--- src/verilog/ast_pkg.sv ---
package ast_pkg;
  // avalon register map, byte addresses
  localparam logic [11:0] OFS_DATA = 12'h000;
  localparam logic [11:0] OFS_FLAG = 12'h018;
  localparam logic [11:0] OFS_IBRD = 12'h024;
  localparam logic [11:0] OFS_FBRD = 12'h028;
  localparam logic [11:0] OFS_LCR  = 12'h02C;
  localparam logic [11:0] OFS_CTL  = 12'h030;
  localparam logic [11:0] OFS_IFLS = 12'h034;
  localparam logic [11:0] OFS_ICR  = 12'h044;
  // port_control_reg fields
  localparam int unsigned CTL_EN_BIT  = 0;
  localparam int unsigned CTL_TXE_BIT = 8;
  localparam int unsigned CTL_RXE_BIT = 9;
  localparam logic        CTL_EN_RST  = 1'b0;
  localparam logic        CTL_TXE_RST = 1'b1;
  localparam logic        CTL_RXE_RST = 1'b1;
  // level select and event clear
  localparam int unsigned IFLS_TX_LSB = 0;
  localparam int unsigned IFLS_RX_LSB = 3;
  localparam logic [5:0]  IFLS_RST    = 6'h12;
  localparam int unsigned ICR_RTO_BIT = 6;
  // port_flag_reg fields
  localparam int unsigned FL_BUSY  = 3;
  localparam int unsigned FL_RXFE  = 4;
  localparam int unsigned FL_TXFF  = 5;
  localparam int unsigned FL_RXFF  = 6;
  localparam int unsigned FL_TXFE  = 7;
  localparam int unsigned FL_RXLVL = 8;
  localparam int unsigned FL_TXLVL = 9;
  localparam int unsigned FL_RTO   = 10;
  // queues
  localparam int unsigned FIFO_DEPTH = 16;
  localparam int unsigned PTR_W      = 4;
  localparam int unsigned CNT_W      = 5;
  localparam logic [4:0]  DEPTH_FULL = 5'h10;
  localparam logic [4:0]  DEPTH_HOLD = 5'h01;
  // bit timing in oversample ticks
  localparam logic [3:0]  TICK_LAST     = 4'hF;
  localparam logic [3:0]  START_SAMPLE  = 4'h7;
  localparam int unsigned TICKS_PER_BIT = 16;
  localparam int unsigned TIMEOUT_BITS  = 32;
  localparam int unsigned TIMEOUT_TICKS = TIMEOUT_BITS * TICKS_PER_BIT;
  localparam int unsigned TO_W          = 10;
  // divisor counts in 1/64 of a clock
  localparam logic [22:0] FRAC_STEP   = 23'h000040;
  localparam logic [2:0]  MIN_BITS_M1 = 3'h4;
  localparam logic [1:0]  WLEN_MAX    = 2'h3;
  localparam int unsigned BYTE_W      = 8;

  typedef struct packed {
    logic       sps;
    logic [1:0] wlen;
    logic       queue_enable_bit;
    logic       stp2;
    logic       eps;
    logic       pen;
    logic       brk;
  } ast_lcr_type;

  typedef struct packed {
    logic [15:0] ibrd;
    logic [5:0]  fbrd;
    ast_lcr_type lcr;
  } ast_cfg_type;

  typedef struct packed {
    logic       oe;
    logic       be;
    logic       pe;
    logic       fe;
    logic [7:0] data;
  } ast_rxent_type;

  typedef enum logic [2:0] {
    ST_IDLE  = 3'h0,
    ST_START = 3'h1,
    ST_DATA  = 3'h3,
    ST_PAR   = 3'h2,
    ST_STOP  = 3'h6
  } ast_state_type;

  // fill level in entries for each eighth setting
  function automatic logic [4:0] ast_level(input logic [2:0] sel);
    case (sel)
      3'h0:    return 5'h02;
      3'h1:    return 5'h04;
      3'h2:    return 5'h08;
      3'h3:    return 5'h0C;
      default: return 5'h0E;
    endcase
  endfunction

  function automatic logic [31:0] ast_merge(input logic [31:0] old, input logic [31:0] nw, input logic [3:0] be);
    logic [31:0] r;
    r = old;
    for (int i = 0; i < 4; i++)
      if (be[i])
        r[i*BYTE_W +: BYTE_W] = nw[i*BYTE_W +: BYTE_W];
    return r;
  endfunction
endpackage

--- src/verilog/ast_uart.sv ---
`timescale 1ns/10ps
// How it works
// - divisor is 16-bit integer plus 6-bit fraction
// - divisor equals clock over sixteen times baud
// - oversample tick at sixteen times baud rate
// - divisors and line control load together
// - start, data lsb first, parity, stop bits
// - five to eight data bits
// - even, odd, stick or no parity; 1-2 stops
// - sixteen-entry queues, receive entries carry four flags
// - depth selectable, single entry holding mode
// - fill levels at eighths of the depth
// - queue write starts frames while enabled, back to back
// - busy until queue empty and shifter done
// - separate transmit and receive enables, set at reset
// - disabling finishes the current character first
// - falling edge, recheck low on eighth tick
// - data sampled every sixteenth tick
// - parity checked after data bits
// - low stop sample flags framing error
// - overrun, parity, framing, break stored with character
// - queues start as single entries until enabled
// - data read twelve bits, write eight bits
// - receive timeout after 32 idle bit periods
module ast_uart
  import ast_pkg::*;
(
  // clock and reset
  input  wire logic        mclk,
  input  wire logic        nrst,
  // avalon-mm slave
  input  wire logic [11:0] avs_address,
  input  wire logic        avs_read,
  input  wire logic        avs_write,
  input  wire logic [31:0] avs_writedata,
  input  wire logic [3:0]  avs_byteenable,
  output      logic [31:0] avs_readdata,
  output      logic        avs_waitrequest,
  // serial lines
  input  wire logic        serial_in_line,
  output      logic        serial_out_line
);

  logic          wait_r;
  logic [31:0]   rdata_r;
  logic [31:0]   rd_mux;
  logic          req;
  logic          wr_acc;
  logic          rd_acc;
  logic [15:0]   ibrd_r;
  logic [5:0]    fbrd_r;
  ast_cfg_type   cfg_r;
  logic          ctl_en_r;
  logic          txe_r;
  logic          rxe_r;
  logic [5:0]    ifls_r;
  logic [22:0]   acc_r;
  logic [22:0]   acc_sum;
  logic [22:0]   div_fx;
  logic          tick_r;
  logic [4:0]    cap;
  logic [7:0]    txq [FIFO_DEPTH];
  logic [3:0]    tx_wp_r;
  logic [3:0]    tx_rp_r;
  logic [4:0]    tx_cnt_r;
  logic          tx_push;
  logic          tx_launch;
  logic          tx_stop_done;
  ast_state_type tx_st_r;
  logic [3:0]    tx_tk_r;
  logic [2:0]    tx_bit_r;
  logic [7:0]    tx_sh_r;
  logic          tx_par_r;
  logic          txd_r;
  logic [7:0]    tx_head;
  logic [7:0]    len_mask;
  logic [2:0]    nbits_m1;
  logic          busy;
  logic          rx_m_r;
  logic          rx_s_r;
  logic          rx_prev_r;
  ast_state_type rx_st_r;
  logic [3:0]    rx_tk_r;
  logic [2:0]    rx_bit_r;
  logic [7:0]    rx_sh_r;
  logic          rx_par_r;
  logic          rx_zero_r;
  logic          rx_sample;
  logic          rx_push;
  logic          rx_pop;
  ast_rxent_type rx_ent;
  ast_rxent_type rxq [FIFO_DEPTH];
  logic [3:0]    rx_wp_r;
  logic [3:0]    rx_rp_r;
  logic [4:0]    rx_cnt_r;
  logic          ovr_r;
  logic [9:0]    to_cnt_r;
  logic          rto_r;
  logic          rto_set;
  logic [4:0]    rx_thr;
  logic [4:0]    tx_thr;
  logic [31:0]   flags;

  assign avs_readdata    = rdata_r;
  assign avs_waitrequest = wait_r;
  assign serial_out_line = txd_r;

  // one wait cycle per access; the effect lands on the release edge
  assign req    = avs_read | avs_write;
  assign wr_acc = avs_write & ~wait_r;
  assign rd_acc = avs_read & ~wait_r;

  always_ff @(posedge mclk or negedge nrst)
    if (!nrst)
      wait_r <= 1'b1;
    else
      wait_r <= ~(req & wait_r);

  always_ff @(posedge mclk or negedge nrst)
    if (!nrst)
      rdata_r <= '0;
    else if (avs_read & wait_r)
      rdata_r <= rd_mux;

  assign flags = (32'(busy) << FL_BUSY) | (32'(rx_cnt_r == '0) << FL_RXFE)
               | (32'(tx_cnt_r >= cap) << FL_TXFF) | (32'(rx_cnt_r >= cap) << FL_RXFF)
               | (32'(tx_cnt_r == '0) << FL_TXFE) | (32'(rx_cnt_r >= rx_thr) << FL_RXLVL)
               | (32'(tx_cnt_r <= tx_thr) << FL_TXLVL) | (32'(rto_r) << FL_RTO);

  always_comb
  begin
    if (avs_address == OFS_DATA)
      rd_mux = 32'(rxq[rx_rp_r]);
    else if (avs_address == OFS_FLAG)
      rd_mux = flags;
    else if (avs_address == OFS_IBRD)
      rd_mux = 32'(ibrd_r);
    else if (avs_address == OFS_FBRD)
      rd_mux = 32'(fbrd_r);
    else if (avs_address == OFS_LCR)
      rd_mux = 32'(cfg_r.lcr);
    else if (avs_address == OFS_CTL)
      rd_mux = (32'(ctl_en_r) << CTL_EN_BIT) | (32'(txe_r) << CTL_TXE_BIT) | (32'(rxe_r) << CTL_RXE_BIT);
    else if (avs_address == OFS_IFLS)
      rd_mux = 32'(ifls_r);
    else
      rd_mux = '0;
  end

  // staged divisors reach the engines only through cfg_r
  always_ff @(posedge mclk or negedge nrst)
    if (!nrst)
    begin
      ibrd_r <= '0;
      fbrd_r <= '0;
      cfg_r  <= '0;
    end
    else if (wr_acc)
    begin
      if (avs_address == OFS_IBRD)
        ibrd_r <= 16'(ast_merge(32'(ibrd_r), avs_writedata, avs_byteenable));
      else if (avs_address == OFS_FBRD)
        fbrd_r <= 6'(ast_merge(32'(fbrd_r), avs_writedata, avs_byteenable));
      else if (avs_address == OFS_LCR)
        cfg_r <= {ibrd_r, fbrd_r, 8'(ast_merge(32'(cfg_r.lcr), avs_writedata, avs_byteenable))};
    end

  always_ff @(posedge mclk or negedge nrst)
    if (!nrst)
    begin
      ctl_en_r <= CTL_EN_RST;
      txe_r    <= CTL_TXE_RST;
      rxe_r    <= CTL_RXE_RST;
      ifls_r   <= IFLS_RST;
    end
    else if (wr_acc && avs_address == OFS_CTL)
    begin
      ctl_en_r <= avs_byteenable[CTL_EN_BIT / BYTE_W] ? avs_writedata[CTL_EN_BIT] : ctl_en_r;
      txe_r    <= avs_byteenable[CTL_TXE_BIT / BYTE_W] ? avs_writedata[CTL_TXE_BIT] : txe_r;
      rxe_r    <= avs_byteenable[CTL_RXE_BIT / BYTE_W] ? avs_writedata[CTL_RXE_BIT] : rxe_r;
    end
    else if (wr_acc && avs_address == OFS_IFLS)
      ifls_r <= 6'(ast_merge(32'(ifls_r), avs_writedata, avs_byteenable));

  // fractional accumulator in 1/64 clock units; a divisor under 1.0 stops it
  assign div_fx  = {1'b0, cfg_r.ibrd, cfg_r.fbrd};
  assign acc_sum = acc_r + FRAC_STEP;

  always_ff @(posedge mclk or negedge nrst)
    if (!nrst)
    begin
      acc_r  <= '0;
      tick_r <= 1'b0;
    end
    else if (div_fx < FRAC_STEP)
    begin
      acc_r  <= '0;
      tick_r <= 1'b0;
    end
    else if (acc_sum >= div_fx)
    begin
      acc_r  <= acc_sum - div_fx;
      tick_r <= 1'b1;
    end
    else
    begin
      acc_r  <= acc_sum;
      tick_r <= 1'b0;
    end

  assign cap      = cfg_r.lcr.queue_enable_bit ? DEPTH_FULL : DEPTH_HOLD;
  assign rx_thr   = cfg_r.lcr.queue_enable_bit ? ast_level(ifls_r[IFLS_RX_LSB +: 3]) : DEPTH_HOLD;
  assign tx_thr   = cfg_r.lcr.queue_enable_bit ? ast_level(ifls_r[IFLS_TX_LSB +: 3]) : '0;
  assign nbits_m1 = MIN_BITS_M1 + 3'(cfg_r.lcr.wlen);
  assign len_mask = 8'hFF >> (WLEN_MAX - cfg_r.lcr.wlen);
  assign tx_head  = txq[tx_rp_r] & len_mask;

  // transmit queue
  assign tx_push = wr_acc && avs_address == OFS_DATA && tx_cnt_r < cap;

  always_ff @(posedge mclk)
    if (tx_push)
      txq[tx_wp_r] <= avs_writedata[7:0];

  always_ff @(posedge mclk or negedge nrst)
    if (!nrst)
    begin
      tx_wp_r  <= '0;
      tx_rp_r  <= '0;
      tx_cnt_r <= '0;
    end
    else
    begin
      tx_wp_r  <= tx_wp_r + 4'(tx_push);
      tx_rp_r  <= tx_rp_r + 4'(tx_launch);
      tx_cnt_r <= tx_cnt_r + 5'(tx_push) - 5'(tx_launch);
    end

  // enable is looked at only between characters, so a frame always ends
  assign tx_stop_done = tx_st_r == ST_STOP && tx_tk_r == TICK_LAST && tx_bit_r == 3'(cfg_r.lcr.stp2);
  assign tx_launch = tick_r && tx_cnt_r != '0 && ctl_en_r && txe_r
                  && (tx_st_r == ST_IDLE || tx_stop_done);
  assign busy = tx_cnt_r != '0 || tx_st_r != ST_IDLE;

  always_ff @(posedge mclk or negedge nrst)
    if (!nrst)
    begin
      tx_st_r  <= ST_IDLE;
      tx_tk_r  <= '0;
      tx_bit_r <= '0;
      tx_sh_r  <= '0;
      tx_par_r <= 1'b0;
    end
    else if (tx_launch)
    begin
      tx_st_r  <= ST_START;
      tx_tk_r  <= '0;
      tx_sh_r  <= tx_head;
      tx_par_r <= cfg_r.lcr.sps ? ~cfg_r.lcr.eps : (^tx_head) ^ ~cfg_r.lcr.eps;
    end
    else if (tick_r && tx_st_r != ST_IDLE)
    begin
      tx_tk_r <= tx_tk_r + 4'h1;
      if (tx_tk_r == TICK_LAST)
        case (tx_st_r)
          ST_START:
          begin
            tx_st_r  <= ST_DATA;
            tx_bit_r <= '0;
          end
          ST_DATA:
          begin
            tx_sh_r  <= tx_sh_r >> 1;
            tx_bit_r <= tx_bit_r + 3'h1;
            if (tx_bit_r == nbits_m1)
            begin
              tx_st_r  <= cfg_r.lcr.pen ? ST_PAR : ST_STOP;
              tx_bit_r <= '0;
            end
          end
          ST_PAR:
            tx_st_r <= ST_STOP;
          default:
            if (tx_stop_done)
              tx_st_r <= ST_IDLE;
            else
              tx_bit_r <= tx_bit_r + 3'h1;
        endcase
    end

  always_ff @(posedge mclk or negedge nrst)
    if (!nrst)
      txd_r <= 1'b1;
    else if (cfg_r.lcr.brk)
      txd_r <= 1'b0;
    else
      case (tx_st_r)
        ST_START: txd_r <= 1'b0;
        ST_DATA:  txd_r <= tx_sh_r[0];
        ST_PAR:   txd_r <= tx_par_r;
        default:  txd_r <= 1'b1;
      endcase

  // line synchroniser; rx_m_r feeds nothing but rx_s_r
  always_ff @(posedge mclk or negedge nrst)
    if (!nrst)
    begin
      rx_m_r    <= 1'b1;
      rx_s_r    <= 1'b1;
      rx_prev_r <= 1'b1;
    end
    else
    begin
      rx_m_r    <= serial_in_line;
      rx_s_r    <= rx_m_r;
      rx_prev_r <= rx_s_r;
    end

  assign rx_sample = tick_r && rx_tk_r == TICK_LAST;
  assign rx_push   = rx_sample && rx_st_r == ST_STOP;

  always_comb
  begin
    rx_ent.data = rx_sh_r >> (WLEN_MAX - cfg_r.lcr.wlen);
    rx_ent.fe   = ~rx_s_r;
    rx_ent.be   = rx_zero_r & ~rx_s_r;
    rx_ent.pe   = cfg_r.lcr.pen && rx_par_r != (cfg_r.lcr.sps ? ~cfg_r.lcr.eps : (^rx_ent.data) ^ ~cfg_r.lcr.eps);
    rx_ent.oe   = ovr_r;
  end

  always_ff @(posedge mclk or negedge nrst)
    if (!nrst)
    begin
      rx_st_r   <= ST_IDLE;
      rx_tk_r   <= '0;
      rx_bit_r  <= '0;
      rx_sh_r   <= '0;
      rx_par_r  <= 1'b0;
      rx_zero_r <= 1'b0;
    end
    else if (rx_st_r == ST_IDLE)
    begin
      if (rx_prev_r && !rx_s_r && ctl_en_r && rxe_r)
      begin
        rx_st_r <= ST_START;
        rx_tk_r <= '0;
      end
    end
    else if (rx_st_r == ST_START)
    begin
      if (tick_r && rx_tk_r == START_SAMPLE)
      begin
        rx_st_r   <= rx_s_r ? ST_IDLE : ST_DATA;
        rx_tk_r   <= '0;
        rx_bit_r  <= '0;
        rx_zero_r <= 1'b1;
      end
      else if (tick_r)
        rx_tk_r <= rx_tk_r + 4'h1;
    end
    else if (tick_r)
    begin
      rx_tk_r <= rx_tk_r + 4'h1;
      if (rx_sample)
      begin
        rx_zero_r <= rx_zero_r & ~rx_s_r;
        case (rx_st_r)
          ST_DATA:
          begin
            rx_sh_r  <= {rx_s_r, rx_sh_r[7:1]};
            rx_bit_r <= rx_bit_r + 3'h1;
            if (rx_bit_r == nbits_m1)
              rx_st_r <= cfg_r.lcr.pen ? ST_PAR : ST_STOP;
          end
          ST_PAR:
          begin
            rx_par_r <= rx_s_r;
            rx_st_r  <= ST_STOP;
          end
          default:
            rx_st_r <= ST_IDLE;
        endcase
      end
    end

  // receive queue; a character that finds it full is dropped
  assign rx_pop = rd_acc && avs_address == OFS_DATA && rx_cnt_r != '0;

  always_ff @(posedge mclk)
    if (rx_push && rx_cnt_r < cap)
      rxq[rx_wp_r] <= rx_ent;

  always_ff @(posedge mclk or negedge nrst)
    if (!nrst)
    begin
      rx_wp_r  <= '0;
      rx_rp_r  <= '0;
      rx_cnt_r <= '0;
      ovr_r    <= 1'b0;
    end
    else
    begin
      rx_wp_r  <= rx_wp_r + 4'(rx_push && rx_cnt_r < cap);
      rx_rp_r  <= rx_rp_r + 4'(rx_pop);
      rx_cnt_r <= rx_cnt_r + 5'(rx_push && rx_cnt_r < cap) - 5'(rx_pop);
      if (rx_push && rx_cnt_r >= cap)
        ovr_r <= 1'b1;
      else if (rx_push)
        ovr_r <= 1'b0;
    end

  // idle counter saturates so the event fires once per quiet spell
  assign rto_set = tick_r && rx_cnt_r != '0 && !rx_push && !rx_pop
                && to_cnt_r == TO_W'(TIMEOUT_TICKS - 1);

  always_ff @(posedge mclk or negedge nrst)
    if (!nrst)
      to_cnt_r <= '0;
    else if (rx_push || rx_pop || rx_cnt_r == '0)
      to_cnt_r <= '0;
    else if (tick_r && to_cnt_r != TO_W'(TIMEOUT_TICKS))
      to_cnt_r <= to_cnt_r + 10'h001;

  always_ff @(posedge mclk or negedge nrst)
    if (!nrst)
      rto_r <= 1'b0;
    else if (rto_set)
      rto_r <= 1'b1;
    else if (rx_cnt_r == '0 || (wr_acc && avs_address == OFS_ICR && avs_writedata[ICR_RTO_BIT]))
      rto_r <= 1'b0;
endmodule

--- config.mk ---
export PLATFORM = sky130hd
export DESIGN_NAME = ast_uart
export DESIGN_NICKNAME = d
export VERILOG_FILES = /design/src/verilog/ast_pkg.sv /design/src/verilog/ast_uart.sv
export SDC_FILE = /design/constraint.sdc
export NUM_CORES = 1
export LEC_CHECK = 0
export BUFFER_PORTS_ARGS = -buffer_cell sky130_fd_sc_hd__buf_4
export CAP_MARGIN = 20
export CORE_MARGIN = 3
export CORE_UTILIZATION = 53
export DETAILED_ROUTE_END_ITERATION = 16
export GPL_TIMING_DRIVEN = 0
export PLACE_DENSITY = 0.83
export SLEW_MARGIN = 20
export SYNTH_ARGS = -nofsm -noshare
export SYNTH_HDL_FRONTEND = slang
export SYNTH_SLANG_ARGS = --single-unit
--- constraint.sdc ---
create_clock -name mclk -period 3.7 [get_ports mclk]
set_input_delay 0.555 -clock mclk [delete_from_list [all_inputs] [get_ports mclk]]
set_output_delay 0.555 -clock mclk [all_outputs]
set_load 0.01 [all_outputs]
* After elaboration in Yosys (flattened, before gate mapping)
Memory sizes are Yosys's and may differ from the RTL's.
Cells that the tools add are included.
** Word-level totals
- ROM bits :: 0
- Bits in writable memories :: 320
- Bits in registers :: 199
- Memories kept :: 2
- Output and inout port bits :: 34
- Logic and storage cells :: 284
- Input port bits :: 53
- Bits in latches :: 0
** Cells by class
- Bitwise operators :: 29
- Divide/modulo/power cells :: 0
- Eq/ne operators :: 36
- $lt $le $gt $ge :: 8
- $mul :: 0
- Reductions and logical operators :: 77
- Shift operators :: 2
- Mux-type cells :: 69
- $add $sub $neg :: 17
** Memory list
- rxq :: depth 16, bits a word 12, read ports 1, clocked after memory_dff 0, wr ports 1, line ast_uart.sv:92 : ast_rxent_type rxq [FIFO_DEPTH];
- txq :: depth 16, bits a word 8, read ports 1, clocked after memory_dff 0, wr ports 1, line ast_uart.sv:62 : logic [7:0] txq [FIFO_DEPTH];
** Operators by type and width (count)
- two-way mux 32 bit :: 6
- == test 12 x 6 -> 1 bit, second input constant :: 5
- two-way mux 3 bit :: 20
- two-way mux 23 bit :: 2
- two-way mux 8 bit :: 4
- case mux 4 bit (4 select lines) :: 2
- AND reduction 5 bit :: 6
- logical AND 1 bit :: 29
- two-way mux 4 bit :: 7
- == test 3 x 2 -> 1 bit, second input constant :: 8
- adder 23 x 7 -> 23 bit, second input constant :: 1
- >= comparator 23 x 22 -> 1 bit :: 1
- subtractor 23 x 22 -> 23 bit :: 1
- < comparator 22 x 7 -> 1 bit, second input constant :: 1
- two-way mux 10 bit :: 2
- OR 9 x 10 -> 10 bit :: 2
- case mux 3 bit (3 select lines) :: 2
- nonzero test 2 bit :: 9
- two-way mux 1 bit :: 17
- adder 4 x 1 -> 4 bit :: 4
- AND reduction 4 bit :: 4
- XOR reduction 8 bit :: 2
- >= comparator 5 bit :: 3
- two-way mux 5 bit :: 3
- 52 further kinds :: 97

* Longest topological paths before layout
Gate-level depths: netlist (run 1).
- Word-level depth :: 11
- Mapped depth :: 16
- Gate-level depth less buffers :: 16

* Worst setup path after synthesis (run 1)
Ideal clock, no wire load.
- Path type :: input to register
- From :: input avs_address[9]
- To :: register rx_cnt_r[4]
- Library setup time :: 80 ps
- Arrival time :: 3883 ps
- Path slack :: -263 ps
- Data required time :: 3620 ps
- Cell stages on the path :: 13
- Path buffers :: 0
- Cells stage by stage :: or4_1 or4_1 or4_4 or3_1 nor4b_1 ha_1 inv_1 ha_1 fa_1 a21oi_1 nor2_1 nor2_1 xnor2_1
** On the way
- Word-level cells in the longest chain between the ends :: 4
** RTL lines
- start, declared :: line ast_uart.sv:32 : input wire logic [11:0] avs_address,
- zero test 12 bit :: line ast_uart.sv:387 : assign rx_pop = rd_acc && avs_address == OFS_DATA && rx_cnt_r != '0;
- logical AND 1 bit (2 in series) :: line ast_uart.sv:387
- subtractor 5 x 1 -> 5 bit :: line ast_uart.sv:405 : rx_cnt_r <= rx_cnt_r + 5'(rx_push && rx_cnt_r < cap) - 5'(rx_pop);
- end signal, assigned :: line ast_uart.sv:405
- end, declared :: line ast_uart.sv:95 : logic [4:0] rx_cnt_r;
No other way between the ends.
A chain may end at the register's enable or synchronous reset.

* Worst setup path after layout (run 1)
- From :: register rx_tk_r[0]
- To :: memory rxq[1][0] (netlist name), enable pin
** On the way
- Word-level cells in the longest chain between the ends :: 6
** RTL lines
- start, declared :: line ast_uart.sv:83 : logic [3:0] rx_tk_r;
- start signal, assigned :: line ast_uart.sv:359 : rx_tk_r <= rx_tk_r + 4'h1;
- start signal, assigned :: line ast_uart.sv:363 : rx_tk_r <= rx_tk_r + 4'h1;
- == test 4 bit :: line ast_uart.sv:319 : assign rx_sample = tick_r && rx_tk_r == TICK_LAST;
- logical AND 1 bit :: line ast_uart.sv:319
- logical AND 1 bit :: line ast_uart.sv:320 : assign rx_push = rx_sample && rx_st_r == ST_STOP;
- logical AND 1 bit :: line ast_uart.sv:390 : if (rx_push && rx_cnt_r < cap)
- two-way mux 1 bit :: line ast_uart.sv:390
- two-way mux 1 bit (not written as such) :: line ast_uart.sv:391 : rxq[rx_wp_r] <= rx_ent;
- end, declared :: line ast_uart.sv:92
No other way between the ends.

==> results of run 1 <==
-- placed cells by master, fill, tap and decap left out, drive strengths merged, types with 52 or more instances in the layout --
| master | Yosys | final |
|---|---|---|
| clkbuf | 50 | 110 |
| inv | 63 | 68 |
| dfrtp | 174 | 174 |
| buf | 29 | 100 |
| ha | 63 | 63 |
| mux2i | 52 | 52 |
| edfxtp | 320 | 320 |
| mux2 | 72 | 72 |
| mux4 | 82 | 82 |
| a21oi | 55 | 55 |
| o21ai | 58 | 58 |
| nand2 | 92 | 92 |
| nor2 | 117 | 117 |
-- final cells by class --
| type | instances | area (um2) | area share (%) |
|---|---|---|---|
| Multi-Input combinational cell | 959 | 8230 | 31.7 |
| Clock buffer | 61 | 1340 | 5.14 |
| Clock inverter | 31 | 370 | 1.43 |
| Sequential cell | 503 | 14200 | 54.6 |
| Tap cell | 539 | 674 | 2.59 |
| Timing Repair Buffer | 73 | 576 | 2.21 |
| Inverter | 63 | 236 | 0.910 |
| Buffer | 77 | 367 | 1.41 |
-- kinds of logic after synthesis --
family          share of synthesized area, %
flops                                   62.4
other cells                           0.0165
fa+ha+maj                               3.73
mux                                     14.0
simple gates                            7.80
compound gates                          6.61
buf+inv                                 2.62
xor+xnor                                2.91
-- timing repair --
action / CTS / global route
hold endpoints to repair: 55 / 0
endpoints found under the setup margin: 147 / 78
buffers inserted: 0 / 12
hold buffers: 1 / 0
gates cloned: 0 / 0
gates resized for setup: 10 / 25
pin swaps: 0 / 11
-- synth_stat cells, drive strengths merged (13+ instances only) --
master / instances / share of area, %
and3: 13 / 0.36
a21o: 14 / 0.46
buf: 29 / 0.76
a221oi: 15 / 0.58
nand3: 28 / 0.62
a211oi: 13 / 0.43
nor3: 23 / 0.56
nor2: 117 / 1.9
inv: 63 / 1.0
mux2i: 52 / 2.3
ha: 63 / 3.5
nand2b: 15 / 0.41
clkbuf: 50 / 0.82
nor2b: 23 / 0.63
mux4: 82 / 8.1
edfxtp: 320 / 42
xor2: 29 / 1.1
xnor2: 44 / 1.7
nand2: 92 / 1.5
o21ai: 58 / 1.3
dfrtp: 174 / 19
mux2: 72 / 3.6
nand4: 18 / 0.49
a21oi: 55 / 1.2
-- layer usage --
metal	vias to the layer above	track usage, %	wire, um
met1	7107	30.4	20500
met3	136	3.82	3500
met2	603	40.3	27200
met5	-	0	0
met4	0	8.75	1840
li1	6260	-	-
-- power by group through the flow --
stage,Combinational [mW],Clock (mW),Sequential (mW)
global placement,0.424,0,6.16
detailed placement,0.447,0,6.16
CTS,0.454,5.32,6.05
floorplan,0.257,0,6.15
global route,0.509,5.56,6.05
finish,0.456,5.26,6.05
-- sequential cells by signal, indices dropped and copies added, names as in the netlist, 8 cells and up --
| signal | count |
|---|---|
| avs_readdata | 16 |
| txq | 128 |
| ibrd_r | 16 |
| to_cnt_r | 10 |
| rxq | 192 |
| cfg_r | 30 |
| rx_sh_r | 8 |
| tx_sh_r | 8 |
| acc_r | 23 |
-- worst paths after layout --
path / endpoint / slack [ns]
max in group asynchronous: rxe_r$_DFFE_PN1P_ / 2.21
min in group asynchronous: tx_rp_r[2]$_DFF_PN0_ / 0.54
max: rxq[1][0]$_DFFE_PP_ / 0.1
max reg2reg: rxq[1][0]$_DFFE_PP_ / 0.1
min: rx_m_r$_DFF_PN1_ / 0.08
min reg2reg: rx_s_r$_DFF_PN1_ / 0.36
-- per-stage QoR --
stage	hold slack [ns]	worst slack [ns]	setup TNS [ns]	power, mW
after floorplan	0.259	-0.101	-0.101	6.41
after global placement	0.350	-1.07	-137.28	6.59
after detailed placement	0.352	-0.823	-93.12	6.61
after CTS	0.0424	0.00198	0	11.8
after global routing	0.0476	-0.0354	-0.184	12.1
final	0.0771	0.0976	0	11.8
==> key figures, run 1 <==
Setup path
  • WS Path Type: reg -> reg
  • Worst path slowest cell: nor3_2
  • CP Depth: 9
  • Peak per-stage delay on the critical path: 0.72 ns
  • CP max FO: 7
  • Setup crit end kind: register
  • CP startpoint: rx_tk_r[0]$_DFFE_PN0P_
  • Reg2reg start: rx_tk_r[0]$_DFFE_PN0P_
  • Crit path max-delay family: simple AND/OR/NAND/NOR gates
  • Req. time, crit path: 3.99 ns
  • R2R depth: 9
  • CP bufs+invs: 2
  • Cell chain of the critical path: ha_1 -> nand2_1 -> or3_1 -> nor2_1 -> nand2_1 -> inv_1 -> nand3b_1 -> nor3_2 -> buf_4
  • CP most frequent cell: nand2_1
  • Startpoint types: register
  • CP arrival: 3.89 ns

Power and ir drop
  • Sw Pwr: 2.58 mW
  • Flop pwr share: 51.4%
  • Sw frac: 21.9%
  • Worst vdd ir: 479 uV
  • Leakage power: 9.64 nW
  • Clock network power share: 44.7%
  • Comb pwr share: 3.9%
  • Cell Int Power: 9.20 mW
  • PwrDens: 453 nW/um2

Floorplanning
  • Die Wd: 213 um
  • Die ar.: 45500 um2
  • Core region area: 42200 um2
  • Initial core utilization: 53.9%
  • Total I/O pin count: 87
  • Site Rows: 75
  • Die Y-Extent: 213 um

STA
  • Rel. slew slack: 35.7%
  • Final Max Tran Viols: 0
  • RSZ-0062 raised after global routing: yes
  • Endpoints failing hold: 0
  • Fmax: 0.278 GHz
  • Worst Tran Pin Value: 0.964 ns
  • Min Tclk post-route: 3.60 ns
  • Tcrit/Tclk final: 97.4%
  • Clock Skews: 0.0364 ns
  • Final setup vio count: 0

Place
  • Post-DP HPWL: 35400 um
  • PortBufs: 51
  • Post-DP Area: 24100 um2
  • Placed cell count: 2203
  • GP Congestion: 0.893

Job
  • Max-cap violations: 0

Synth
  • Yosys reg bits: 503
  • EDFF count, synth: 320
  • Post-synthesis cell area: 22800 um2
  • Cell count after synthesis: 1589
  • Synth Warn #: 0
  • Mean Syn Cell Area: 14.3 um2
  • Yosys cell types: 69
  • Dominant synthesized flop cell: edfxtp_1
  • Sequential fraction of the synthesis area: 62.4%
  • Async set or reset register ratio after synthesis: 36.4%

Clock network
  • TritonCTS Sinks: 503
  • Clock slew at reported path FFs: 0.06 ns
  • CTS H-Tree Depth: 2
  • TritonCTS Buffers: 50
  • Worst skew pair latency: 0.61 ns
  • Clk root buf: clkbuf_16
  • TritonCTS clock tree: built
  • Longest Clk Path Bufs: 3

Final layout
  • Share of layout cells above drive strength 1: 22.1%
  • Post-route insts no fill: 2306
  • Fin area: 26000 um2
  • N_diodes: 0
  • Layout Area Growth over Synthesis: 14.1%
  • Final Util: 61.5%
  • Fillers: 2996
  • Nets: 1846

Min path
  • Type of the most critical hold path: in -> reg
  • Worst Hold Launch: serial_in_line
  • Worst Hold Path Cells: 1

Route
  • Pre-antenna DRT Iters: 6
  • Initial DRC Count: 1482
  • Routed WL: 53100 um
  • Via count: 14106
  • DR WL/cell: 23.0 um
  • Antenna Nets Post-Route: 0
  • DR vias/cell: 6.12
  • # DRC: 0

Global routing
  • Initial antenna violation count: 1
  • Grt ovf: 0
  • Global-route wire length before repair: 81800 um
  • GRT Total Usage: 23.5%
  • Largest net degree at the start of global routing: 103
  • Vias in the first global route: 14153

Outcome
  • Status: completed
Power figures use the tool's default switching activity.
==> run 2: changes to the inputs <==
CAP_MARGIN = 5   (was 20)
PLACE_DENSITY = 0.8   (was 0.83)
clock period = 3.35 ns   (was 3.7 ns; I/O delays follow)
==> run 2 against run 1 <==
The run now ends with setup timing left. Clock skew down 0.010 ns. Sequential share of layout area is 1.1 points lower. First-iteration DRC count fell by 8.5%. Cell count rose by 1.5%. Clock power increased by 3%. Core utilization rose by 1.3 points. Worst setup slack worse by 0.20 ns. Hold slack got worse by 0.042 ns. Largest cell class unchanged.
==> key figures, run 2 (synthesis gave the netlist of run 1 again) <==
Power and ir drop
  • Overall power: 12.6 mW (+7.1%)
  • Cell Int Power: 9.82 mW (+6.8%)
  • Sw frac: 22.1% (+0.26 points)
  • Leakage power: 9.77 nW (+1.3%)
  • Sw Pwr: 2.79 mW (+8.4%)
  • Comb pwr share: 4.2% (+0.3 points)
  • PwrDens: 475 nW/um2 (+5.0%)
  • Flop pwr share: 53.0% (+1.6 points)
  • Worst vdd ir: 501 uV (+4.5%)
  • Clock network power share: 42.8% (-1.9 points)

Setup path
  • CP max FO: 3 (-4)
  • FF-to-FF End: acc_r[6]$_DFF_PN0_
  • CP arrival: 3.95 ns (+0.06 ns)
  • Req. time, crit path: 3.85 ns (-0.14 ns)
  • Worst path slowest cell: or4_4
  • R2R depth: 18 (+9)
  • R2r setup slk: -0.05 ns (-0.15 ns)
  • Reg2reg start: acc_r[8]$_DFF_PN0_
  • CP most frequent cell: or4_4
  • Peak per-stage delay on the critical path: 0.59 ns (-0.13 ns)
  • Setup crit end kind: register
  • Cell chain of the critical path: buf_6 -> or4_4 -> or4_4 -> or4_4 -> or3_4 -> nor4b_4 -> ha_1 -> inv_1 -> ha_1 -> a21oi_1 -> nor2_1 -> nor2_1 -> xor2_1
  • Startpoint types: primary input
  • WS Path Type: in -> reg

Outcome
  • Status: finished with violations
  • Failing checks: setup timing

Clock network
  • TritonCTS clock tree: built
  • Clk root buf: clkbuf_16
  • TritonCTS Sinks: 503 (unchanged)
  • Clock slew at reported path FFs: 0.06 ns (about the same)
  • CTS H-Tree Depth: 2 (unchanged)
  • Longest Clk Path Bufs: 3 (unchanged)
  • Worst skew pair latency: 0.60 ns (about the same)
  • TritonCTS Buffers: 51 (+2.0%)

Final layout
  • Layout Area Growth over Synthesis: 16.5%
  • Max reg flops: 192 (unchanged)
  • Most frequent cells in the layout: edfxtp_1, dfrtp_1, buf_4
  • Fin area: 26500 um2 (+2.1%)
  • Nets: 1878 (+1.7%)
  • N_diodes: 0 (unchanged)
  • Most common cell after layout, fill and taps aside: edfxtp_1
  • Post-route insts no fill: 2340 (+1.5%)
  • Share of layout cells above drive strength 1: 25.8% (+3.6 points)
  • Final Util: 62.8% (+1.3 points)
  • Most flops, register: rxq
  • Largest registers: rxq: 192 flops, txq: 128 flops, cfg_r: 30 flops

Min path
  • Worst Hold Path Cells: 1 (unchanged)
  • Worst Hold Path EP: rx_m_r$_DFF_PN1_
  • Type of the most critical hold path: in -> reg
  • Worst Hold Launch: serial_in_line

Floorplanning
  • Die Y-Extent: 213 um (unchanged)
  • Initial core utilization: 53.9% (unchanged)
  • Site Rows: 75 (unchanged)
  • Die ar.: 45500 um2 (unchanged)
  • Die Wd: 213 um (unchanged)
  • Core region area: 42200 um2 (unchanged)
  • Total I/O pin count: 87 (unchanged)

STA
  • RSZ-0062 raised after global routing: yes
  • Final setup vio count: 9 (+9)
  • Clock Skews: 0.0261 ns (-0.0103 ns)
  • Worst Tran Pin Value: 0.940 ns (-0.0239 ns)
  • Hold WS: 0.0347 ns (-0.0423 ns)
  • Final Max Tran Viols: 0 (unchanged)
  • Setup TNS: -0.298 ns (-0.298 ns)
  • Setup WS post-layout: -0.107 ns (-0.204 ns)
  • Tcrit/Tclk final: 103%
  • Endpoints failing hold: 0 (unchanged)
  • Rel. slew slack: 37.3% (+1.6 points)
  • Min Tclk post-route: 3.46 ns
  • Fmax: 0.289 GHz

Place
  • Placed cell count: 2202 (-0.045%)
  • Post-DP HPWL: 35000 um (-1.2%)
  • Dpl ws: -0.915 ns (-0.0922 ns)
  • Post-DP Area: 24100 um2 (about the same)
  • GP Congestion: 0.891 (-0.31%)
  • PortBufs: 51 (unchanged)

Global routing
  • Grt met1 use: 30.4% (-0.050 points)
  • Vias in the first global route: 14575 (+3.0%)
  • GR Util met3: 4.42% (+0.60 points)
  • GRT Total Usage: 24.0% (+0.54 points)
  • Largest net degree at the start of global routing: 102 (-0.97%)
  • Initial antenna violation count: 0 (-1)
  • Grt ovf: 0 (unchanged)
  • Global-route wire length before repair: 83300 um (+1.8%)
  • Grt met2 use: 42.0% (+1.7 points)
  • Most used routing layer: met2

Job
  • Max-cap violations: 0 (unchanged)

Route
  • Initial DRC Count: 1356 (-8.5%)
  • Routed WL: 54100 um (+1.9%)
  • DR vias/cell: 6.12 (about the same)
  • # DRC: 0 (unchanged)
  • Pre-antenna DRT Iters: 6 (unchanged)
  • Via count: 14322 (+1.5%)
  • DR WL/cell: 23.1 um (+0.38%)
  • Antenna Nets Post-Route: 0 (unchanged)
-- run 2: cell count changes in the layout (fill, tap and decap cells not counted), moves of 5 or more --
cell | previous run | this run
xnor2_2 | 0 | 6
ha_4 | 0 | 5
nor2_2 | 15 | 20
nor3_2 | 8 | 1
nor2_4 | 0 | 8
clkinv_1 | 3 | 11
nor2_1 | 102 | 89
xnor2_1 | 44 | 38
nor3_4 | 1 | 8
ha_1 | 62 | 56
buf_4 | 87 | 112
-- run 2: cell type report --
| cell class | instances | area [um2] |
|---|---|---|
| clock buffer | 64 | 1340 |
| fill | 2924 | 15700 |
| tap | 539 | 674 |
| sequential | 503 | 14200 |
| multi-input combinational | 959 | 8570 |
| buffer | 76 | 400 |
| clock inverter | 31 | 241 |
| timing repair buffer | 105 | 870 |
| inverter | 63 | 239 |
-- run 2: worst max-delay path, delay by kind of cell --
kind                     cells  cell delay (ns)
AND/OR/NAND/NOR              7             2.38
adder cells (fa/ha/maj)      2             0.48
XOR/XNOR                     1             0.24
buffers and inverters        2             0.16
AO/OA/AOI/OAI                1             0.17
-- run 2: worst max path at each step --
stage,slack [ns],from,endpoint,cells after the start
2_1_floorplan,-0.36,avs_address[9],rx_cnt_r[4]$_DFF_PN0_,13
3_3_place_gp,-1.05,rx_tk_r[3]$_DFFE_PN0P_,rxq[0][8]$_DFFE_PP_,7
3_5_place_dp,-0.92,cfg_r[6]$_DFFE_PN0P_,rxq[10][9]$_DFFE_PP_,9
4_1_cts,-0.09,avs_address[10],rx_cnt_r[4]$_DFF_PN0_,14
5_1_grt,-0.16,acc_r[8]$_DFF_PN0_,acc_r[2]$_DFFE_PN0P_,18
6_report,-0.11,avs_address[10],rx_cnt_r[3]$_DFF_PN0_,13
-- run 2: routing by layer --
metal | up-vias | wire length (um)
met5 | - | 0
met4 | 0 | 1860
met3 | 140 | 3640
met2 | 592 | 27900
met1 | 7261 | 20700
li1 | 6329 | -
-- run 2: power groups by stage --
stage	registers, mW	clock network (mW)	logic (mW)
detailed placement	6.81	0	0.499
global placement	6.81	0	0.474
global route	6.69	5.73	0.585
CTS	6.68	5.48	0.512
finish	6.69	5.40	0.526
floorplan	6.79	0	0.285
-- run 2: repair_timing --
action | 4_1_cts | 5_1_grt
gates cloned | 1 | 1
endpoints found under the hold margin | 76 | 0
pin swaps | 16 | 25
gates resized for setup | 59 | 61
hold buffers | 1 | 0
setup endpoints to repair | 245 | 185
buffers inserted | 24 | 22
